File: config.mk
export PLATFORM = sky130hd
export DESIGN_NAME = asp_engine
export DESIGN_NICKNAME = d
export VERILOG_FILES = /design/src/asp_engine.v /design/src/asp_range_chk.v
export VERILOG_INCLUDE_DIRS = /design/src /design/src/src
export SDC_FILE = /design/constraint.sdc
export NUM_CORES = 1
export LEC_CHECK = 0
export ABC_CLOCK_PERIOD_IN_PS = 3400
export BUFFER_PORTS_ARGS = -buffer_cell sky130_fd_sc_hd__buf_2
export CORE_MARGIN = 4
export CORE_UTILIZATION = 35
export DETAILED_ROUTE_END_ITERATION = 10
export PLACE_DENSITY = 0.61
export SYNTH_ARGS = -nofsm -noshare
export SYNTH_HDL_FRONTEND = slang
export SYNTH_HIERARCHICAL = 1
export SYNTH_SLANG_ARGS = --single-unit
File: constraint.sdc
create_clock -name clk -period 3.4 [get_ports clk]
set_input_delay 0.85 -clock clk [delete_from_list [all_inputs] [get_ports clk]]
set_output_delay 0.85 -clock clk [all_outputs]
set_load 0.1 [all_outputs]
File: src/asp_regs.vh
// constants for the abort sequence protocol engine
// Operation
// - recipient asks abort via ACK bits 01
// - ABTS sent regardless of initiative holder
// - ABTS reuses last sent SEQ_ID
// - ABTS uses class of last sequence
// - ABTS carries current OX_ID and RX_ID
// - copy F_CTL bits, set SI, ES
// - ABTS allowed without credit or initiative
// - exchange indeterminate, delivery held until accept
// - restart E_D_TOV and R_A_TOV on ABTS
// - recipient computes SEQ_CNT error range
// - recipient may deliver frames until accept
// - accept atomic; discard data in range
// - accept need not wait for timeouts
// - accept F_CTL bit16 shows initiative holder
// - accept SEQ_ID validity marks last deliverable
// - low = last deliverable cnt, high = ABTS cnt
// - equal counts and matching ID: no recovery; the recipient forms no qualifier on a matching ID alone, whatever the counts
// - class 1 forms no recovery qualifier
// - class 2/3 error: qualifier, drop ACKs
// - initiator sends no data within qualifier
// - wait R_A_TOV after accept, then RRQ
// - ABTS is FT 1, no payload
// - ABTS SEQ_CNT is previous plus one
// - routing bits 1000, TYPE zero
// - command code ABTS 0001, accept 0100
// - basic reject reply also recognised
`ifndef ASP_REGS_VH
`define ASP_REGS_VH
// ----------------------------------------
// frame encodings
// ----------------------------------------
`define ASP_RCTL_BLS      4'h8
`define ASP_CMD_ABTS      4'h1
`define ASP_CMD_BA_ACC    4'h4
`define ASP_CMD_BA_RJT    4'h5
`define ASP_TYPE_BLS      8'h00
`define ASP_FT_ONE        2'h1
`define ASP_ACK_ABORT_SEQ 2'h1
`define ASP_SEQID_VALID   8'h80
`define ASP_SEQID_INVALID 8'h00
`define ASP_CLASS_ONE     2'h1
// ----------------------------------------
// f_ctl bit positions
// ----------------------------------------
`define ASP_FCTL_END_SEQ  19
`define ASP_FCTL_SEQ_INIT 16
// ----------------------------------------
// timing
// ----------------------------------------
`define ASP_CLK_NS        25
`define ASP_RATOV_MS      10000
// divide first: ms * 1e6 overflows 32-bit integer arithmetic
`define ASP_RATOV_CYC     (`ASP_RATOV_MS * (1000000 / `ASP_CLK_NS))
`endif

File: src/asp_engine.v
// abort sequence protocol engine: initiator and recipient halves
`timescale 1ns/10ps
`include "asp_regs.vh"
module asp_engine #(
  parameter        CW        = 16,
  parameter        XW        = 16,
  parameter [31:0] RATOV_CYC = `ASP_RATOV_CYC
) (
  input  wire          clk,
  input  wire          rst_n,
  // initiator request and exchange context
  input  wire          abortReq,
  input  wire [7:0]    lastSeqId,
  input  wire [CW-1:0] lastSeqCnt,
  input  wire [1:0]    lastClass,
  input  wire [XW-1:0] curOxId,
  input  wire [XW-1:0] curRxId,
  input  wire [23:0]   lastFctl,
  // received frame header as one cycle strobe
  input  wire          rxValid,
  input  wire [3:0]    rxRctlHi,
  input  wire [3:0]    rxRctlLo,
  input  wire [7:0]    rxType,
  input  wire [7:0]    rxSeqId,
  input  wire [CW-1:0] rxSeqCnt,
  input  wire [1:0]    rxClass,
  input  wire          rxIsData,
  input  wire          rxIsAck,
  input  wire [1:0]    rxAckAbort,
  input  wire [7:0]    rxPayValid,
  input  wire [7:0]    rxPaySeqId,
  input  wire [CW-1:0] rxPayLow,
  input  wire [CW-1:0] rxPayHigh,
  // recipient knowledge of delivered sequences
  input  wire          delivKnown,
  input  wire [7:0]    delivSeqId,
  input  wire [CW-1:0] delivLastCnt,
  input  wire          keepInitiative,
  input  wire          recipAbortReq,
  input  wire          rrqDone,
  input  wire          qualClear,
  // transmit frame
  output reg           txValid,
  output reg  [3:0]    txRctlHi,
  output reg  [3:0]    txRctlLo,
  output reg  [7:0]    txType,
  output reg  [1:0]    txFt,
  output reg  [1:0]    txClass,
  output reg  [7:0]    txSeqId,
  output reg  [CW-1:0] txSeqCnt,
  output reg  [XW-1:0] txOxId,
  output reg  [XW-1:0] txRxId,
  output reg  [23:0]   txFctl,
  output reg  [7:0]    txPayValid,
  output reg  [7:0]    txPaySeqId,
  output reg  [CW-1:0] txPayLow,
  output reg  [CW-1:0] txPayHigh,
  output reg           txHasPayload,
  output reg  [1:0]    txAckAbort,
  // status
  output reg           exchIndet,
  output reg           deliverHold,
  output reg           timersRestart,
  output reg           initQualValid,
  output reg           recipQualValid,
  output reg           rrqSend,
  output reg           dropFrame,
  output reg           txDataBlock,
  output reg           seqAborted,
  output reg           abtsRejected
);
  // ----------------------------------------
  // initiator states
  // ----------------------------------------
  localparam [3:0] I_IDLE = 4'h1;
  localparam [3:0] I_WAIT = 4'h2;
  localparam [3:0] I_RATOV = 4'h4;
  localparam [3:0] I_RRQ = 4'h8;

  reg  [3:0]    iState_q;
  reg  [7:0]    sentSeqId_q;
  reg  [CW-1:0] iLow_q;
  reg  [CW-1:0] iHigh_q;
  reg  [31:0]   timer_q;
  reg  [CW-1:0] abtsCnt_q;
  reg  [7:0]    abtsSeqId_q;
  reg  [1:0]    abtsClass_q;
  reg           rPend_q;
  reg  [CW-1:0] rLow_q;
  reg  [CW-1:0] rHigh_q;
  wire          initHit;
  wire          recipHit;

  function isBls;
    input [3:0] hi;
    input [7:0] ty;
    begin
      isBls = (hi == `ASP_RCTL_BLS) && (ty == `ASP_TYPE_BLS);
    end
  endfunction

  wire rxAbts = rxValid && isBls(rxRctlHi, rxType) && (rxRctlLo == `ASP_CMD_ABTS);
  wire rxAcc  = rxValid && isBls(rxRctlHi, rxType) && (rxRctlLo == `ASP_CMD_BA_ACC);
  wire rxRjt  = rxValid && isBls(rxRctlHi, rxType) && (rxRctlLo == `ASP_CMD_BA_RJT);
  wire [CW-1:0] abtsCntNext = lastSeqCnt + {{(CW-1){1'b0}}, 1'b1};
  // no recovery if counts meet and the echoed id is our last sequence, or if the class is 1
  wire accClean = (rxPayLow == rxPayHigh) && (rxPayValid == `ASP_SEQID_VALID)
                  && (rxPaySeqId == abtsSeqId_q);
  wire accQual  = !accClean && (abtsClass_q != `ASP_CLASS_ONE);

  // ----------------------------------------
  // window checkers
  // ----------------------------------------
  asp_range_chk #(.CW(CW)) uInitChk (
    .clk   (clk),
    .rst_n (rst_n),
    .armed (initQualValid),
    .low   (iLow_q),
    .high  (iHigh_q),
    .cnt   (rxSeqCnt),
    .hit   (initHit)
  );
  asp_range_chk #(.CW(CW)) uRecipChk (
    .clk   (clk),
    .rst_n (rst_n),
    .armed (recipQualValid),
    .low   (rLow_q),
    .high  (rHigh_q),
    .cnt   (rxSeqCnt),
    .hit   (recipHit)
  );
  // checker answers one cycle late, so match against a delayed strobe
  reg rxDataD_q;
  reg rxAckD_q;
  always @(posedge clk or negedge rst_n) begin
    if (!rst_n) begin
      rxDataD_q <= 1'b0;
      rxAckD_q  <= 1'b0;
    end else begin
      rxDataD_q <= rxValid && rxIsData;
      rxAckD_q  <= rxValid && (rxIsAck || (rxRctlHi != `ASP_RCTL_BLS && !rxIsData));
    end
  end

  // ----------------------------------------
  // initiator
  // ----------------------------------------
  always @(posedge clk or negedge rst_n) begin
    if (!rst_n) begin
      iState_q      <= I_IDLE;
      sentSeqId_q   <= 8'h00;
      iLow_q        <= {CW{1'b0}};
      iHigh_q       <= {CW{1'b0}};
      timer_q       <= 32'h0;
      abtsCnt_q     <= {CW{1'b0}};
      abtsSeqId_q   <= 8'h00;
      abtsClass_q   <= 2'h0;
      exchIndet     <= 1'b0;
      deliverHold   <= 1'b0;
      timersRestart <= 1'b0;
      initQualValid <= 1'b0;
      rrqSend       <= 1'b0;
      abtsRejected  <= 1'b0;
    end else begin
      timersRestart <= 1'b0;
      rrqSend       <= 1'b0;
      abtsRejected  <= 1'b0;
      case (iState_q)
        I_IDLE: begin
          // no credit, initiative or open sequence check gates this path
          if (abortReq) begin
            abtsSeqId_q   <= lastSeqId;
            abtsCnt_q     <= abtsCntNext;
            abtsClass_q   <= lastClass;
            exchIndet     <= 1'b1;
            deliverHold   <= 1'b1;
            timersRestart <= 1'b1;
            iState_q      <= I_WAIT;
          end
        end
        I_WAIT: begin
          if (rxAcc) begin
            if (accQual) begin
              iLow_q        <= rxPayLow;
              iHigh_q       <= rxPayHigh;
              initQualValid <= 1'b1;
              timer_q       <= RATOV_CYC;
              iState_q      <= I_RATOV;
            end else begin
              exchIndet   <= 1'b0;
              deliverHold <= 1'b0;
              iState_q    <= I_IDLE;
            end
          end else if (rxRjt) begin
            abtsRejected <= 1'b1;
            exchIndet    <= 1'b0;
            deliverHold  <= 1'b0;
            iState_q     <= I_IDLE;
          end
        end
        I_RATOV: begin
          exchIndet   <= 1'b0;
          deliverHold <= 1'b0;
          if (timer_q <= 32'h1) begin
            rrqSend  <= 1'b1;
            iState_q <= I_RRQ;
          end else begin
            timer_q <= timer_q - 32'h1;
          end
        end
        I_RRQ: begin
          if (rrqDone) begin
            initQualValid <= 1'b0;
            iState_q      <= I_IDLE;
          end
        end
        default: begin
          iState_q <= I_IDLE;
        end
      endcase
      sentSeqId_q <= lastSeqId;
    end
  end

  // ----------------------------------------
  // recipient
  // ----------------------------------------
  always @(posedge clk or negedge rst_n) begin
    if (!rst_n) begin
      rPend_q        <= 1'b0;
      rLow_q         <= {CW{1'b0}};
      rHigh_q        <= {CW{1'b0}};
      recipQualValid <= 1'b0;
      seqAborted     <= 1'b0;
    end else begin
      seqAborted <= 1'b0;
      // unless the idle initiator sends its own ABTS that cycle, accept is sent two cycles after ABTS without waiting on timeouts
      rPend_q <= rxAbts;
      if (rxAbts) begin
        rHigh_q <= rxSeqCnt;
        rLow_q  <= delivKnown ? delivLastCnt : {CW{1'b0}};
        seqAborted <= !(delivKnown && delivSeqId == rxSeqId && delivLastCnt == rxSeqCnt);
        if (rxClass != `ASP_CLASS_ONE && !(delivKnown && delivSeqId == rxSeqId))
          recipQualValid <= 1'b1;
      end else if (qualClear) begin
        recipQualValid <= 1'b0;
      end
    end
  end

  // ----------------------------------------
  // transmit and discard
  // ----------------------------------------
  always @(posedge clk or negedge rst_n) begin
    if (!rst_n) begin
      txValid      <= 1'b0;
      txRctlHi     <= 4'h0;
      txRctlLo     <= 4'h0;
      txType       <= 8'h00;
      txFt         <= 2'h0;
      txClass      <= 2'h0;
      txSeqId      <= 8'h00;
      txSeqCnt     <= {CW{1'b0}};
      txOxId       <= {XW{1'b0}};
      txRxId       <= {XW{1'b0}};
      txFctl       <= 24'h0;
      txPayValid   <= 8'h00;
      txPaySeqId   <= 8'h00;
      txPayLow     <= {CW{1'b0}};
      txPayHigh    <= {CW{1'b0}};
      txHasPayload <= 1'b0;
      txAckAbort   <= 2'h0;
      dropFrame    <= 1'b0;
      txDataBlock  <= 1'b0;
    end else begin
      txValid    <= 1'b0;
      txAckAbort <= recipAbortReq ? `ASP_ACK_ABORT_SEQ : 2'h0;
      if (iState_q == I_IDLE && abortReq) begin
        txValid      <= 1'b1;
        txRctlHi     <= `ASP_RCTL_BLS;
        txRctlLo     <= `ASP_CMD_ABTS;
        txType       <= `ASP_TYPE_BLS;
        txFt         <= `ASP_FT_ONE;
        txHasPayload <= 1'b0;
        txClass      <= lastClass;
        txSeqId      <= lastSeqId;
        txSeqCnt     <= abtsCntNext;
        txOxId       <= curOxId;
        txRxId       <= curRxId;
        txFctl       <= lastFctl | (24'h1 << `ASP_FCTL_END_SEQ) | (24'h1 << `ASP_FCTL_SEQ_INIT);
      end else if (rPend_q) begin
        txValid      <= 1'b1;
        txRctlHi     <= `ASP_RCTL_BLS;
        txRctlLo     <= `ASP_CMD_BA_ACC;
        txType       <= `ASP_TYPE_BLS;
        txFt         <= `ASP_FT_ONE;
        txHasPayload <= 1'b1;
        txSeqCnt     <= rHigh_q;
        txFctl       <= keepInitiative ? 24'h0 : (24'h1 << `ASP_FCTL_SEQ_INIT);
        txPayValid   <= delivKnown ? `ASP_SEQID_VALID : `ASP_SEQID_INVALID;
        txPaySeqId   <= delivKnown ? delivSeqId : 8'h00;
        txPayLow     <= rLow_q;
        txPayHigh    <= rHigh_q;
      end
      dropFrame   <= (rxDataD_q && recipHit && recipQualValid)
                  || (rxAckD_q && initHit && initQualValid);
      txDataBlock <= initQualValid;
    end
  end
endmodule

File: src/asp_range_chk.v
// window test of a sequence count against a low/high range
`timescale 1ns/10ps
module asp_range_chk #(
  parameter CW = 16
) (
  input  wire          clk,
  input  wire          rst_n,
  input  wire          armed,
  input  wire [CW-1:0] low,
  input  wire [CW-1:0] high,
  input  wire [CW-1:0] cnt,
  output reg           hit
);
  // inclusive window; zero low with wrap is out of scope of this engine
  always @(posedge clk or negedge rst_n) begin
    if (!rst_n) begin
      hit <= 1'b0;
    end else begin
      hit <= armed && (cnt >= low) && (cnt <= high);
    end
  end
endmodule

==> metrics.md <==
| Metric | Value |
|---|---|
| Max cap viols | 0 |
| Post-Syn Area | 0.0125 mm^2 |
| Final Instance Area | between 0.015 and 0.02 mm^2 |
| Placed cell area | 0.0149 mm^2 |
| Largest family of logic cells by synthesized area | simple AND/OR/NAND/NOR gates |
| Setup TNS | 0 ps |
| Synth Area in Simple Gates | 20.1% |
| Critical Path End Type | flip-flop |
| Worst skew pair latency | 550 ps |
| Final setup viols | 0 |
| Leak | 7.88 nW |
| Initial antenna violation count | 5 |
| Top FF cell, synth | dfrtp_1 |
| Achievable Freq | about 330 MHz |
| Clock Root Buffer | clkbuf_16 |
| DIE AREA | 0.0389 mm^2 |
| Post-synth EDFFs | 0 |
| Cts bufs inserted | 28 |
| Synth Area per Inst | 9.61 um^2 |
| Area leader, netlist | dfrtp_1 |
| Htree depth | 1 |
| Relative max-transition margin | 26.7% |
| Starting Density | a little over a third |
| Clock Pin Slew Worst Setup and Hold Paths | 60 ps |
| Final std cells w/o fill | 2133 |
| Worst-Margin Slew | around 1100 ps |
| Post-synthesis register bit count | 241 |
| Final #Nets | 1926 |
| # DRC | 0 |
| Sequential fraction of the synthesis area | about half |
| DIE WIDTH | ~200 um |
| Clk buf depth | 3 |
| Final Hold Viols | 0 |
| Post-synthesis adder-cell area fraction | 6.69% |
| Number of global-route vias before repair | 10618 |
| Antenna-violating nets left | 0 |
| Unrepaired setup endpoints after global routing | no |
| Asr flop ratio synth | 100% |
| Final wirelength | 37100 um |
| Share of cells above drive strength 1 | between 30% and 40% |
| Synth Area in Compound Gates | roughly 8% |
| Fin Clk Skew | 13.0 ps |
| Largest cells by area after synthesis | dfrtp_1, nand2_1, ha_1 |
| Max-slew violations | 0 |
| Worst R2R Start | timer_q[0]$_DFFE_PN0P_ |
| CP Launch Point | timer_q[0]$_DFFE_PN0P_ |
| Hold bufs inserted after CTS | 0 |
| Hold Crit Class | in2async |
| Tot Pwr | 12.2 mW |
| Initial drt markers | 501 |
| Worst setup path category | reg2reg |
| CTS tree | done |
| Die Ht | 197 um |
| Dpl hpwl | roughly 28000 um |
| Via density per instance | around 5.0 |
| CP arrival | roughly 3500 ps |
| Cts repair resizes | 0 |
| GPL Wtd Cong | 0.855 |
| Placed cells | 2081 |
| PortBufs | 344 |
| Most frequent cells in the layout | buf_2, nand2_1, dfrtp_1 |
| PD cells | slightly below 800 mW/mm^2 |
| Clock sink count | around 240 |
| Total vias in the final route | about 11000 |
| Grt ovf | 0 |
| Synth warn | 6 |
| WL/cell | 17.4 um |
| Peak supply drop | 891 uV |
| Core ar. | 0.0355 mm^2 |
| First-pass DRT Iterations | 5 |
| I/O Pins | 371 |
| Gr usage total | 18.2% |
| WP data required | 3830 ps |
| Num rows | 69 |
| Status | finished, final reports clean |
| Cells after synthesis | 1304 |
| Synth Area in XOR/XNOR | about 4.3% |
| Synth-to-layout area growth | 26.6% |
| First-pass GRT wire length | approximately 57000 um |
| Largest net degree at the start of global routing | 83 |
| Worst Setup Start Kind | flip-flop |
| Post-CTS setup buffer count | 0 |
| Final period util | 90.4% |
| CP Max Fanout | 26 |
| Leading cell type in the layout, fill and taps excluded | buf_2 |
| Post-layout minimum cycle time | roughly 3000 ps |
| Synth unique cells | 67 |
| Post-synth top area share | 47.9% |
| Mux contribution to synthesized area | 7.15% |
## stage by stage
stage          util (%)  hold slack [ps]  setup WS (ps)
6_report           44.7              301            325
2_1_floorplan         -              435            582
4_1_cts            44.7              318            324
5_1_grt            44.7              344           85.8
3_3_place_gp       41.9              453            191
3_5_place_dp       41.9              458            185
## state kept, by name (all words and copies together) (netlist names), 16 cells and up
signal / cells
iLow_q: 16
rHigh_q: 16
txOxId: 16
txPayLow: 16
txSeqCnt: 16
txRxId: 16
timer_q: 32
rLow_q: 16
txFctl: 24
iHigh_q: 16
txPayHigh: 16
## layer usage
metal / up-vias / track usage, % / part of all wire, %
met2: 397 / 29.9 / 46
met1: 5049 / 24.0 / 42
met3: 69 / 4.96 / 9.0
li1: 5096 / - / -
met5: - / 0 / 0.11
met4: 6 / 4.90 / 2.5
## worst max-delay path: stages (launching register included)
cell	delay, ps
dfrtp_1	440
inv_1	100
ha_1	240
o21bai_1	100
or4b_2	640
nor4_1	420
nor2_2	320
nor2_2	290
inv_1	200
o21a_1	200
## area by class of cell
class	instances	area (um^2)
diodes	1	2.50
clock buffers	41	830
clock inverters	10	170
fillers	3483	19600
inverters	77	289
multi-input cells	926	5900
flip-flops and latches	241	6030
well taps	461	577
repair buffers	376	2060
## kinds of logic (layout without fill, tap and decap cells)
family	Yosys count	after routing
other	1	23
AND/OR/NAND/NOR	533	533
multiplexers	81	81
AO/OA/AOI/OAI	161	161
buffers and inverters	158	504
flip-flops	241	241
XOR/XNOR	62	62
adder cells (fa/ha/maj)	67	67
## worst paths after layout
check | to | slack (ps) | depth (start not counted)
setup / recovery | timer_q[28]$_DFFE_PN0P_ | 330 | 9
hold / removal | txRctlHi[3]$_DFFE_PN0P_ | 300 | 1
setup reg to reg | timer_q[28]$_DFFE_PN0P_ | 330 | 9
hold reg to reg | txRxId[9]$_DFFE_PN0P_ | 470 | 2
max in group asynchronous | seqAborted$_DFF_PN0_ | 2410 | 2
min in group clk | txAckAbort[0]$_DFF_PN0_ | 420 | 1
## report_power, final
| group | switching [mW] | internal [mW] |
|---|---|---|
| registers | 0.300 | 3.35 |
| logic | 4.51 | 0.809 |
| clock network | 1.23 | 1.99 |
## synthesized netlist by cell type (2+ instances only)
library cell and n:
nand2_1 321, dfrtp_1 240, inv_1 77, mux2_2 68
ha_1 67, o21ai_0 60, clkbuf_1 49, nand3_1 44
xnor2_1 44, a21oi_1 34, buf_4 28, nand3b_1 26
nor2_1 26, xor2_1 18, or3_1 17, nand4_1 16
nor4_1 16, nor3_1 15, mux2i_1 13, nor2b_1 8
o22ai_1 8, o31ai_1 8, and3_1 7, o211ai_1 7
or4_1 7, a211oi_1 6, a22o_1 5, nor4b_1 5
a31oi_1 4, nand2b_1 4, o21a_1 4, a21o_1 3
a221oi_1 3, a22oi_1 3, and2_1 3, nor3b_1 3
and4_1 2, buf_1 2, buf_2 2, o41ai_1 2
or2_2 2, or4b_2 2
No activity file was read; power rests on OpenSTA's default activity.
